File: src/cmtc_map.svh
// Register offsets, field positions, reset values and divider settings
// of the compare-match timer channel.
// Assumes a 32-bit classic Wishbone bus, one register per aligned word.
`ifndef CMTC_MAP_SVH
`define CMTC_MAP_SVH

// ----------------------------------------------------------------------
// Register byte offsets
// ----------------------------------------------------------------------
`define CMTC_OFS_START 8'h00
`define CMTC_OFS_CTRL 8'h04
`define CMTC_OFS_COUNT 8'h08
`define CMTC_OFS_PERIOD 8'h0c
`define CMTC_OFS_EVT 8'h10
`define CMTC_OFS_MASK 8'h14

// ----------------------------------------------------------------------
// Field positions
// ----------------------------------------------------------------------
`define CMTC_RUN_BIT 0
`define CMTC_FLAG_BIT 7
`define CMTC_IE_BIT 6
`define CMTC_CKS_HI 1
`define CMTC_CKS_LO 0
`define CMTC_EVT_MATCH 0
`define CMTC_EVT_WRAP 1

// ----------------------------------------------------------------------
// Reset values
// ----------------------------------------------------------------------
`define CMTC_RST_PERIOD 16'hffff
`define CMTC_RST_COUNT 16'h0000
`define CMTC_RST_CKS 2'h0
`define CMTC_RST_MASK 2'h0

// ----------------------------------------------------------------------
// Divider: log2 of the peripheral clock divide ratio per select code
// ----------------------------------------------------------------------
`define CMTC_DIV_EXP_0 3
`define CMTC_DIV_EXP_1 5
`define CMTC_DIV_EXP_2 7
`define CMTC_DIV_EXP_3 9
`define CMTC_PRE_W 10

`endif

File: src/cmtc_pkg.sv
// Types shared by the compare-match timer channel files.
// Assumes cmtc_map.svh on the include path.
package cmtc_pkg;

    // Bus handshake states
    typedef enum logic [0:0] {
        CMTC_BUS_IDLE = 1'b0,
        CMTC_BUS_ACK = 1'b1
    } cmtc_bus_st_t;

    // Counter clock select codes
    typedef enum logic [1:0] {
        CMTC_DIV8 = 2'b00,
        CMTC_DIV32 = 2'b01,
        CMTC_DIV128 = 2'b10,
        CMTC_DIV512 = 2'b11
    } cmtc_cks_t;

    // Wishbone request as one carrier
    typedef struct packed {
        logic [7:0] adr;
        logic we;
        logic [3:0] sel;
        logic [31:0] dat;
    } cmtc_wb_req_t;

    // Control/status word fields
    typedef struct packed {
        logic match_flag;
        logic match_irq_enable;
        cmtc_cks_t clk_sel;
    } cmtc_ctrl_t;

endpackage

File: src/cmtc_prescaler.sv
// Peripheral clock divider for the compare-match timer channel.
// Assumes one clock; emits a one-cycle count enable at the chosen rate.
`include "cmtc_map.svh"

module cmtc_prescaler
    import cmtc_pkg::*;
#(
    parameter int PRE_W = `CMTC_PRE_W
)
(
    // Clock and reset
    input wire logic clk_i,
    input wire logic rst_i,
    // Control
    input wire logic run_i,
    input wire cmtc_cks_t cks_i,
    // Count enable
    output logic tick_o
);

    // ------------------------------------------------------------------
    // Checks
    // ------------------------------------------------------------------
    if (PRE_W < `CMTC_DIV_EXP_3)
    begin : g_bad_w
        $error("cmtc_prescaler: PRE_W too small for largest ratio");
    end

    // ------------------------------------------------------------------
    // Divider
    // ------------------------------------------------------------------
    function automatic logic div_hit(logic [PRE_W-1:0] c, cmtc_cks_t s);
        int e;
        logic hit;
        case (s)
            CMTC_DIV8: e = `CMTC_DIV_EXP_0;
            CMTC_DIV32: e = `CMTC_DIV_EXP_1;
            CMTC_DIV128: e = `CMTC_DIV_EXP_2;
            default: e = `CMTC_DIV_EXP_3;
        endcase
        hit = 1'b1;
        for (int i = 0; i < PRE_W; i++)
        begin
            if (i < e && !c[i])
            begin
                hit = 1'b0;
            end
        end
        return hit;
    endfunction

    logic [PRE_W-1:0] pre_q;
    logic [PRE_W-1:0] pre_d;
    logic tick_q;
    logic tick_d;

    // Held at zero while stopped so the first period is always whole
    always_comb
    begin
        pre_d = '0;
        tick_d = 1'b0;
        if (run_i)
        begin
            pre_d = pre_q + 1'b1;
            tick_d = div_hit(pre_q, cks_i);
        end
    end

    always_ff @(posedge clk_i)
    begin
        if (rst_i)
        begin
            pre_q <= '0;
            tick_q <= 1'b0;
        end
        else
        begin
            pre_q <= pre_d;
            tick_q <= tick_d;
        end
    end

    assign tick_o = tick_q;

endmodule // cmtc_prescaler

File: src/cmtc_timer.sv
// Compare-match timer channel with classic Wishbone register slave.
// Assumes one 20 MHz clock, synchronous active-high reset, and a
// single-cycle classic Wishbone master on a 32-bit bus.
`include "cmtc_map.svh"

module cmtc_timer
    import cmtc_pkg::*;
#(
    parameter int CNT_W = 16
)
(
    // Clock and reset
    input wire logic clk_i,
    input wire logic rst_i,
    // Wishbone slave
    input wire logic wb_cyc_i,
    input wire logic wb_stb_i,
    input wire logic wb_we_i,
    input wire logic [7:0] wb_adr_i,
    input wire logic [3:0] wb_sel_i,
    input wire logic [31:0] wb_dat_i,
    output logic [31:0] wb_dat_o,
    output logic wb_ack_o,
    // Interrupt
    output logic irq_o
);

    // ------------------------------------------------------------------
    // Checks
    // ------------------------------------------------------------------
    if (CNT_W < 2 || CNT_W > 16)
    begin : g_bad_cnt
        $error("cmtc_timer: CNT_W must be 2 to 16");
    end

    // ------------------------------------------------------------------
    // Helpers
    // ------------------------------------------------------------------
    // Byte-lane merge of a 16-bit register from the low two lanes
    function automatic logic [15:0] lane_merge(
        logic [15:0] old,
        logic [31:0] dat,
        logic [3:0] sel
    );
        logic [15:0] r;
        r = old;
        if (sel[0])
        begin
            r[7:0] = dat[7:0];
        end
        if (sel[1])
        begin
            r[15:8] = dat[15:8];
        end
        return r;
    endfunction

    function automatic logic [31:0] zext16(logic [15:0] v);
        return {16'h0000, v};
    endfunction

    // ------------------------------------------------------------------
    // State
    // ------------------------------------------------------------------
    cmtc_wb_req_t req;
    cmtc_bus_st_t bus_q;
    cmtc_bus_st_t bus_d;
    logic [31:0] dat_q;
    logic [31:0] dat_d;
    logic run_q;
    logic run_d;
    cmtc_ctrl_t ctl_q;
    cmtc_ctrl_t ctl_d;
    logic [CNT_W-1:0] cnt_q;
    logic [CNT_W-1:0] cnt_d;
    logic [CNT_W-1:0] per_q;
    logic [CNT_W-1:0] per_d;
    logic [1:0] evt_q;
    logic [1:0] evt_d;
    logic [1:0] msk_q;
    logic [1:0] msk_d;
    logic irq_q;
    logic irq_d;
    logic tick;
    logic wr_fire;
    logic rd_fire;
    logic hit;
    logic wrap;
    logic [15:0] ctl_word;
    logic [15:0] cnt_w;
    logic [15:0] per_w;

    // One driver for the whole carrier, fields in struct order
    assign req = {
        wb_adr_i, wb_we_i,
        wb_sel_i, wb_dat_i};

    assign cnt_w = 16'(cnt_q);
    assign per_w = 16'(per_q);
    assign ctl_word = {8'h00, ctl_q.match_flag, ctl_q.match_irq_enable,
        4'h0, ctl_q.clk_sel};

    // ------------------------------------------------------------------
    // Divider
    // ------------------------------------------------------------------
    cmtc_prescaler #(
        .PRE_W(`CMTC_PRE_W)
    ) u_pre (
        .clk_i(clk_i),
        .rst_i(rst_i),
        .run_i(run_q),
        .cks_i(ctl_q.clk_sel),
        .tick_o(tick)
    );

    // ------------------------------------------------------------------
    // Bus handshake
    // ------------------------------------------------------------------
    // Writes and read side effects land on the edge the master sees ack
    assign wr_fire = wb_cyc_i && wb_stb_i && bus_q == CMTC_BUS_ACK
        && req.we;
    assign rd_fire = wb_cyc_i && wb_stb_i && bus_q == CMTC_BUS_ACK
        && !req.we;

    always_comb
    begin
        bus_d = CMTC_BUS_IDLE;
        dat_d = dat_q;
        case (bus_q)
            CMTC_BUS_IDLE:
            begin
                if (wb_cyc_i && wb_stb_i)
                begin
                    bus_d = CMTC_BUS_ACK;
                    dat_d = 32'h0000_0000;
                    if (!req.we)
                    begin
                        case (req.adr)
                            `CMTC_OFS_START:
                                dat_d = {31'h0000_0000, run_q};
                            `CMTC_OFS_CTRL: dat_d = zext16(ctl_word);
                            `CMTC_OFS_COUNT: dat_d = zext16(cnt_w);
                            `CMTC_OFS_PERIOD: dat_d = zext16(per_w);
                            `CMTC_OFS_EVT: dat_d = {30'h0000_0000, evt_q};
                            `CMTC_OFS_MASK: dat_d = {30'h0000_0000, msk_q};
                            default: dat_d = 32'h0000_0000;
                        endcase
                    end
                end
            end
            CMTC_BUS_ACK:
            begin
                // Ack lasts one cycle; the master must drop stb after it
                bus_d = CMTC_BUS_IDLE;
            end
            default:
            begin
                bus_d = CMTC_BUS_IDLE;
            end
        endcase
    end

    always_ff @(posedge clk_i)
    begin
        if (rst_i)
        begin
            bus_q <= CMTC_BUS_IDLE;
            dat_q <= 32'h0000_0000;
        end
        else
        begin
            bus_q <= bus_d;
            dat_q <= dat_d;
        end
    end

    // ------------------------------------------------------------------
    // Timer core and registers
    // ------------------------------------------------------------------
    assign hit = tick && (cnt_q == per_q);
    assign wrap = tick && (cnt_q == {CNT_W{1'b1}}) && !hit;

    always_comb
    begin
        logic [15:0] tmp;
        tmp = 16'h0000;
        run_d = run_q;
        ctl_d = ctl_q;
        cnt_d = cnt_q;
        per_d = per_q;
        evt_d = evt_q;
        msk_d = msk_q;

        // Counting
        if (tick)
        begin
            if (hit)
            begin
                cnt_d = '0;
            end
            else
            begin
                cnt_d = cnt_q + 1'b1;
            end
        end

        // Software writes
        if (wr_fire)
        begin
            case (req.adr)
                `CMTC_OFS_START:
                begin
                    if (req.sel[0])
                    begin
                        run_d = req.dat[`CMTC_RUN_BIT];
                    end
                end
                `CMTC_OFS_CTRL:
                begin
                    if (req.sel[0])
                    begin
                        ctl_d.match_irq_enable = req.dat[`CMTC_IE_BIT];
                        ctl_d.clk_sel =
                            cmtc_cks_t'(req.dat[`CMTC_CKS_HI:`CMTC_CKS_LO]);
                        if (!req.dat[`CMTC_FLAG_BIT])
                        begin
                            ctl_d.match_flag = 1'b0;
                        end
                    end
                end
                `CMTC_OFS_COUNT:
                begin
                    // Software load beats a coincident count edge
                    tmp = lane_merge(cnt_w, req.dat, req.sel);
                    cnt_d = tmp[CNT_W-1:0];
                end
                `CMTC_OFS_PERIOD:
                begin
                    tmp = lane_merge(per_w, req.dat, req.sel);
                    per_d = tmp[CNT_W-1:0];
                end
                `CMTC_OFS_MASK:
                begin
                    if (req.sel[0])
                    begin
                        msk_d = req.dat[1:0];
                    end
                end
                default:
                begin
                    run_d = run_d;
                end
            endcase
        end

        // Clear only what the read reported; a later event survives
        if (rd_fire && req.adr == `CMTC_OFS_EVT)
        begin
            evt_d = evt_q & ~dat_q[1:0];
        end

        // Hardware sets win over any clear in the same cycle
        if (hit)
        begin
            ctl_d.match_flag = 1'b1;
            evt_d[`CMTC_EVT_MATCH] = 1'b1;
        end
        if (wrap)
        begin
            evt_d[`CMTC_EVT_WRAP] = 1'b1;
        end

        irq_d = (ctl_d.match_flag && ctl_d.match_irq_enable)
            || (|(evt_d & msk_d));
    end

    always_ff @(posedge clk_i)
    begin
        if (rst_i)
        begin
            run_q <= 1'b0;
            ctl_q <= '{1'b0, 1'b0, CMTC_DIV8};
            cnt_q <= CNT_W'(`CMTC_RST_COUNT);
            per_q <= CNT_W'(`CMTC_RST_PERIOD);
            evt_q <= 2'b00;
            msk_q <= `CMTC_RST_MASK;
            irq_q <= 1'b0;
        end
        else
        begin
            run_q <= run_d;
            ctl_q <= ctl_d;
            cnt_q <= cnt_d;
            per_q <= per_d;
            evt_q <= evt_d;
            msk_q <= msk_d;
            irq_q <= irq_d;
        end
    end

    // ------------------------------------------------------------------
    // Outputs
    // ------------------------------------------------------------------
    assign wb_ack_o = (bus_q == CMTC_BUS_ACK);
    assign wb_dat_o = dat_q;
    assign irq_o = irq_q;

endmodule // cmtc_timer

File: config.mk
export PLATFORM = sky130hd
export DESIGN_NAME = cmtc_timer
export DESIGN_NICKNAME = d
export VERILOG_FILES = /design/src/cmtc_pkg.sv /design/src/cmtc_prescaler.sv /design/src/cmtc_timer.sv
export VERILOG_INCLUDE_DIRS = /design/src
export SDC_FILE = /design/constraint.sdc
export NUM_CORES = 1
export LEC_CHECK = 0
export BUFFER_PORTS_ARGS = -buffer_cell sky130_fd_sc_hd__buf_2
export CAP_MARGIN = 20
export CELL_PAD_IN_SITES_DETAIL_PLACEMENT = 1
export CELL_PAD_IN_SITES_GLOBAL_PLACEMENT = 2
export CORE_UTILIZATION = 32
export CTS_CLUSTER_DIAMETER = 200
export CTS_CLUSTER_SIZE = 28
export DETAILED_ROUTE_END_ITERATION = 6
export PLACE_DENSITY = 0.8
export SKIP_LAST_GASP = 1
export SYNTH_ARGS = -nofsm -noshare
export SYNTH_HDL_FRONTEND = slang
export SYNTH_SLANG_ARGS = --single-unit
File: constraint.sdc
create_clock -name clk_i -period 3.2 [get_ports clk_i]
set_input_delay 0.8 -clock clk_i [delete_from_list [all_inputs] [get_ports clk_i]]
set_output_delay 0.8 -clock clk_i [all_outputs]
set_load 0.02 [all_outputs]
**Word-level counts from Yosys, hierarchy flattened**

Index checks and enable logic that the tools add are counted.

- $add $sub $neg: 2
- $lt $le $gt $ge: 10
- Bitwise logic cells: 5
- Reductions and logical operators: 42
- Muxes and demuxes: 24
- Equal/unequal tests: 11

Operators by type and width:

| operator | count |
|---|---|
| < comparator 4 x 32 -> 1 bit (first input constant) | 4 |
| case mux 16 bit (6 select lines) | 1 |
| 2-to-1 mux 16 bit | 5 |
| < comparator 3 x 32 -> 1 bit (first input constant) | 2 |
| < comparator 5 x 32 -> 1 bit (first input constant) | 2 |
| < comparator 1 x 32 -> 1 bit (first input constant) | 1 |
| < comparator 2 x 32 -> 1 bit (first input constant) | 1 |
| 2-to-1 mux 32 bit | 1 |
| logical AND 1 bit | 19 |
| adder 16 x 1 -> 16 bit (second input constant) | 1 |
| == test 16 bit | 1 |
| == test 16 bit (second input constant) | 1 |
| == test 8 x 4 -> 1 bit (second input constant) | 2 |
| == test 8 x 5 -> 1 bit (second input constant) | 2 |
| 2-to-1 mux 8 bit | 2 |
| zero test 1 bit | 12 |
| 2-to-1 mux 4 bit | 3 |
| case mux 4 bit (3 select lines) | 1 |
| AND reduction 3 bit | 4 |
| OR reduction 11 bit | 1 |
| adder 10 x 1 -> 10 bit (second input constant) | 1 |
| == test 8 x 3 -> 1 bit (second input constant) | 1 |
| zero test 8 bit | 1 |
| 2-to-1 mux 2 bit | 4 |
| other kinds (12) | 21 |

- Word-level logic and storage cells: 109
- Flip-flop bits (word level): 86

**Depth between registers and ports, before layout**

- Depth after elaboration: 9
- Mapped depth: 9
- Gate-level depth less buffers: 6

**Cells and area by module**

Synthesis repeated with hierarchy kept, for this count alone.

- Cells, all modules: 459
- Area total of the unflattened synthesis: 3911.3 um2

Modules (own cells, without submodules):

| module | seq. area each (um2) | cells each | area an instance (um2) | times used |
|---|---|---|---|---|
| cmtc_timer | 1181.1 | 399 | 3378.2 | 1 |
| cmtc_prescaler | 220.2 | 60 | 533.0 | 1 |

**Worst setup path before layout**

No wires, ideal clock.

- Path type: input-to-reg
- From: input port wb_adr_i[2]
- To: register per_q[14]
- Slack: 0.567 ns
- Data arrival time: 2.513 ns
- Cell stages on the path: 8
- Library setup time: 0.120 ns
- Buffers on the path: 3
- Cell sequence: buf_4 > or3b_4 > nor4b_4 > and3_1 > buf_2 > buf_6 > nor2b_1 > a211o_1

- Word-level cells in the longest chain between the ends: 2

Ends and longest elaborated chain:

| what | RTL line | text |
|---|---|---|
| start: declaration | cmtc_timer.sv:19 | `input wire logic [7:0] wb_adr_i,` |
| == test 8 x 4 -> 1 bit | cmtc_timer.sv:210 | `case (req.adr)` |
| AND reduction 3 bit (no line) | - |  |
| end signal: assignment | cmtc_timer.sv:284 | `` per_q <= CNT_W'(`CMTC_RST_PERIOD); `` |
| end signal: assignment | cmtc_timer.sv:294 | `per_q <= per_d;` |
| end: declaration | cmtc_timer.sv:76 | `logic [CNT_W-1:0] per_q;` |

No other way between the ends.
A chain may end at the register's enable or synchronous reset.

**Final worst setup path**

- From: input port wb_adr_i[5]
- To: register cnt_q[3]

- Word-level cells in the longest chain between the ends: 3
- Elaborated cells between the ends (all ways): 4
- Classes of those cells: 2 x eq/ne; 2 x mux

Ends and longest elaborated chain:

| what | RTL line | text |
|---|---|---|
| == test 8 x 4 -> 1 bit (*) | cmtc_timer.sv:210 |  |
| 2-to-1 mux 16 bit | cmtc_timer.sv:210 |  |
| 2-to-1 mux 16 bit | cmtc_timer.sv:208 | `if (wr_fire)` |
| end signal: assignment | cmtc_timer.sv:283 | `` cnt_q <= CNT_W'(`CMTC_RST_COUNT); `` |
| end signal: assignment | cmtc_timer.sv:293 | `cnt_q <= cnt_d;` |
| end: declaration | cmtc_timer.sv:74 | `logic [CNT_W-1:0] cnt_q;` |

Mark *: on every way between the ends. The rest lies on a longest branch, timed or not.

==> impl_metrics.env <==
export IMPL_status="complete, but fails checks"
export IMPL_violations="DRC"
export IMPL_p_switching_mw=0.478
export IMPL_p_leak_nw=1.75
export IMPL_hold_path_cell_count=2
export IMPL_fin_crit_ns=2.69
export IMPL_r2r_end="irq_o"
export IMPL_cp_required_ns=3.42
export IMPL_cts_tree="done"
export IMPL_relSlewSlack_pct=58.4
export IMPL_syn2layout_area_growth_pct=17.2
export IMPL_core_um2=11600
export IMPL_critical_path_arrival_ns=2.91
export IMPL_syn_avg_cell_area_um2=8.53
export IMPL_wl_met3_um=499
export IMPL_cap_violations=0
export IMPL_cts_max_level=3
export IMPL_seq_area_frac_synth_pct=36.2
export IMPL_synth_edff_count=0
export IMPL_synth_top_area_cell="dfxtp_1"
export IMPL_overflow=0
export IMPL_wl_met2_mm=5.56
export IMPL_port_buffers=48
export IMPL_layout_drive_gt1_share_pct=17.3
export IMPL_routed_wl_mm=12.0
export IMPL_final_core_util_pct=39.0
export IMPL_r2r_setup_slack_ns=0.96
export IMPL_fin_nets=547
export IMPL_critical_path_class="input pin to flip-flop"
export IMPL_dieArea_um2=12500
export IMPL_path_max_fanout=8
export IMPL_cts_inserted_buffers=9
export IMPL_route_vias_total=3547
export IMPL_hold_buffers=0
export IMPL_drt_pass1_iterations=6
export IMPL_post_cts_setup_buffers=0
export IMPL_power_frac_seq_pct=40.7
export IMPL_n_fill_cell=1370
export IMPL_io_pin_count=83
export IMPL_grt_pass1_wl_mm=19.6
export IMPL_ys_types=55
export IMPL_start_util_pct=33.3
export IMPL_crit_buf_inv=1
export IMPL_cts_buffer_depth=2
export IMPL_clkPwrFrac_pct=54.6
export IMPL_async_flop_share_pct=0
export IMPL_gp_congestion=0.785
export IMPL_synth_area_leaders="dfxtp_1, xor2_1, nor2_1"
export IMPL_rsz0062_at_grt="no"
export IMPL_max_stage_delay_ns=0.56
export IMPL_antenna_found_initial=0
export IMPL_timing_rr_start="cnt_q[7]"
export IMPL_diodes=0
export IMPL_maxSlewViolCount=0
export IMPL_min_delay_start="wb_dat_o[0]"
export IMPL_tightest_slew_ns=0.619
export IMPL_clk_pin_slew_ns=0.06
export IMPL_fp_dieH_um=112
export IMPL_synthTopCellsByCount="dfxtp_1, nor2_1, nand2_1"
export IMPL_post_route_period_util_pct=84.1
export IMPL_min_path_type="flip-flop to flip-flop"
export IMPL_setup_viol=0
export IMPL_syn_instance_count=453
export IMPL_vdd_drop_max_v=0.000227
export IMPL_synth_most_common_cell="dfxtp_1"
export IMPL_multi_input_area_um2=2220
export IMPL_regArea_um2=1400
export IMPL_p_int_mw=1.66
export IMPL_syn_cell_area_um2=3870
export IMPL_worstSetupEndpointType="flip-flop"
export IMPL_drc=5
export IMPL_grt_util_all_layers_pct=20.1
export IMPL_fmax_mhz=372
export IMPL_switching_share_pct=22.3
export IMPL_reg2regPathDepth=6
export IMPL_yosys_area_top_type_share_pct=36.2
export IMPL_clk_latency_ns=0.34
export IMPL_setup_tns_ns=0
export IMPL_hpwl_mm=8.79
export IMPL_first_iter_violations=258
export IMPL_wl_met1_mm=5.79
export IMPL_combPwrFrac_pct=4.7
export IMPL_ys_ff_latch=70
export IMPL_powerDensity_nw_per_um2=472
export IMPL_ant_nets=0
export IMPL_critPathTopFamily="simple AND/OR/NAND/NOR gates"
export IMPL_cts_sinks=70
export IMPL_ys_warn_count=0
export IMPL_path_cells="buf_2 > or3_1 > nor3b_1 > a41oi_1 > xnor2_1 > nor2_1 > o41ai_1"
export IMPL_rows=39
export IMPL_grt_pass1_vias=3648
export IMPL_wire_per_inst_um=18.8
export IMPL_top_layer="met4"
export IMPL_hold_viol_final=0
export IMPL_start_kind="input pin"
export IMPL_grt_max_degree=37
export IMPL_cts_root_buf="clkbuf_16"
export IMPL_finalClockSkew_ns=0.00785
export IMPL_die_w_um=112
export IMPL_min_to="wb_dat_o[0]"
export IMPL_critPathSlowestCell="or3_1"
export IMPL_vias_per_cell=5.53
export IMPL_synthFlopType="dfxtp_1"
export IMPL_post_cts_resized=0
[cells in the final DEF, fill, tap and decap left out, types with 15 or more instances in the layout]
cell type and n:
xor2_1 20, o21ai_0 15, dfxtp_1 70, nor2b_1 18, a22oi_1 18, nand2_1 31
buf_2 48, a22o_1 15, nor2_1 42, conb_1 16, nand3_1 16, a211o_1 17
a21oi_1 23
[how the worst max path moves through the flow]
stage	from	end	slack, ns	depth (start not counted)
6_report	wb_adr_i[5]	cnt_q[3]	0.51	7
3_5_place_dp	wb_adr_i[5]	per_q[8]	0.29	6
2_1_floorplan	wb_adr_i[2]	per_q[14]	0.57	8
4_1_cts	wb_adr_i[5]	cnt_q[3]	0.54	7
3_3_place_gp	wb_adr_i[5]	per_q[8]	0.38	6
5_1_grt	wb_adr_i[5]	cnt_q[3]	0.23	7
[through the flow]
stage          power [mW]  area [um2]  hold slack, ns  setup slack, ns  cells
2_1_floorplan       0.963        3920           0.437            0.567    468
3_3_place_gp        0.989        4190           0.465            0.378    625
3_5_place_dp        0.990        4190           0.464            0.288    625
4_1_cts              2.16        4530           0.473            0.537    641
5_1_grt              2.21        4530           0.496            0.228    641
6_report             2.14        4530           0.471            0.509    641
[layout make-up]
class                      instances  share of cell area (%)
clock inverter                     7                    2.68
tap                              143                    3.95
clock buffer                       9                    4.97
timing repair buffer              60                    7.56
inverter                          11                   0.911
multi-input combinational        341                    49.0
sequential                        70                    30.9
[cells by family after synthesis]
logic type / share of synthesized area (%)
flops: 36.2
xor+xnor: 5.66
other cells: 0.0970
compound gates: 22.5
buf+inv: 7.93
mux: 2.85
fa+ha+maj: 1.62
simple gates: 23.1
[per-layer routing]
layer,track usage (%),up-vias
li1,-,1696
met1,27.3,1747
met2,32.3,85
met3,3.86,19
met4,6.04,0
met5,0,-
[power by group through the flow]
stage	sequential, mW	combinational [mW]	clock, mW
after floorplan	0.892	0.0705	0
after global placement	0.892	0.0978	0
after detailed placement	0.892	0.0988	0
after CTS	0.872	0.0998	1.19
after global routing	0.872	0.109	1.23
final	0.872	0.100	1.17
[tightest hold or removal path, delay by kind of cell, from the launching register on]
kind,cells,cell delay (ns)
flip-flops,1,0.32
AO/OA/AOI/OAI,1,0.05
AND/OR/NAND/NOR,1,0.05
[sequential cells by signal, indices dropped and copies added (netlist names)]
| signal | cells |
|---|---|
| cnt_q | 16 |
| ctl_q | 4 |
| evt_q | 2 |
| irq_o | 1 |
| msk_q | 2 |
| per_q | 16 |
| run_q | 1 |
| u_pre.pre_q | 10 |
| u_pre.tick_o | 1 |
| wb_ack_o | 1 |
| wb_dat_o | 16 |
(Power assumes the default switching activity.)
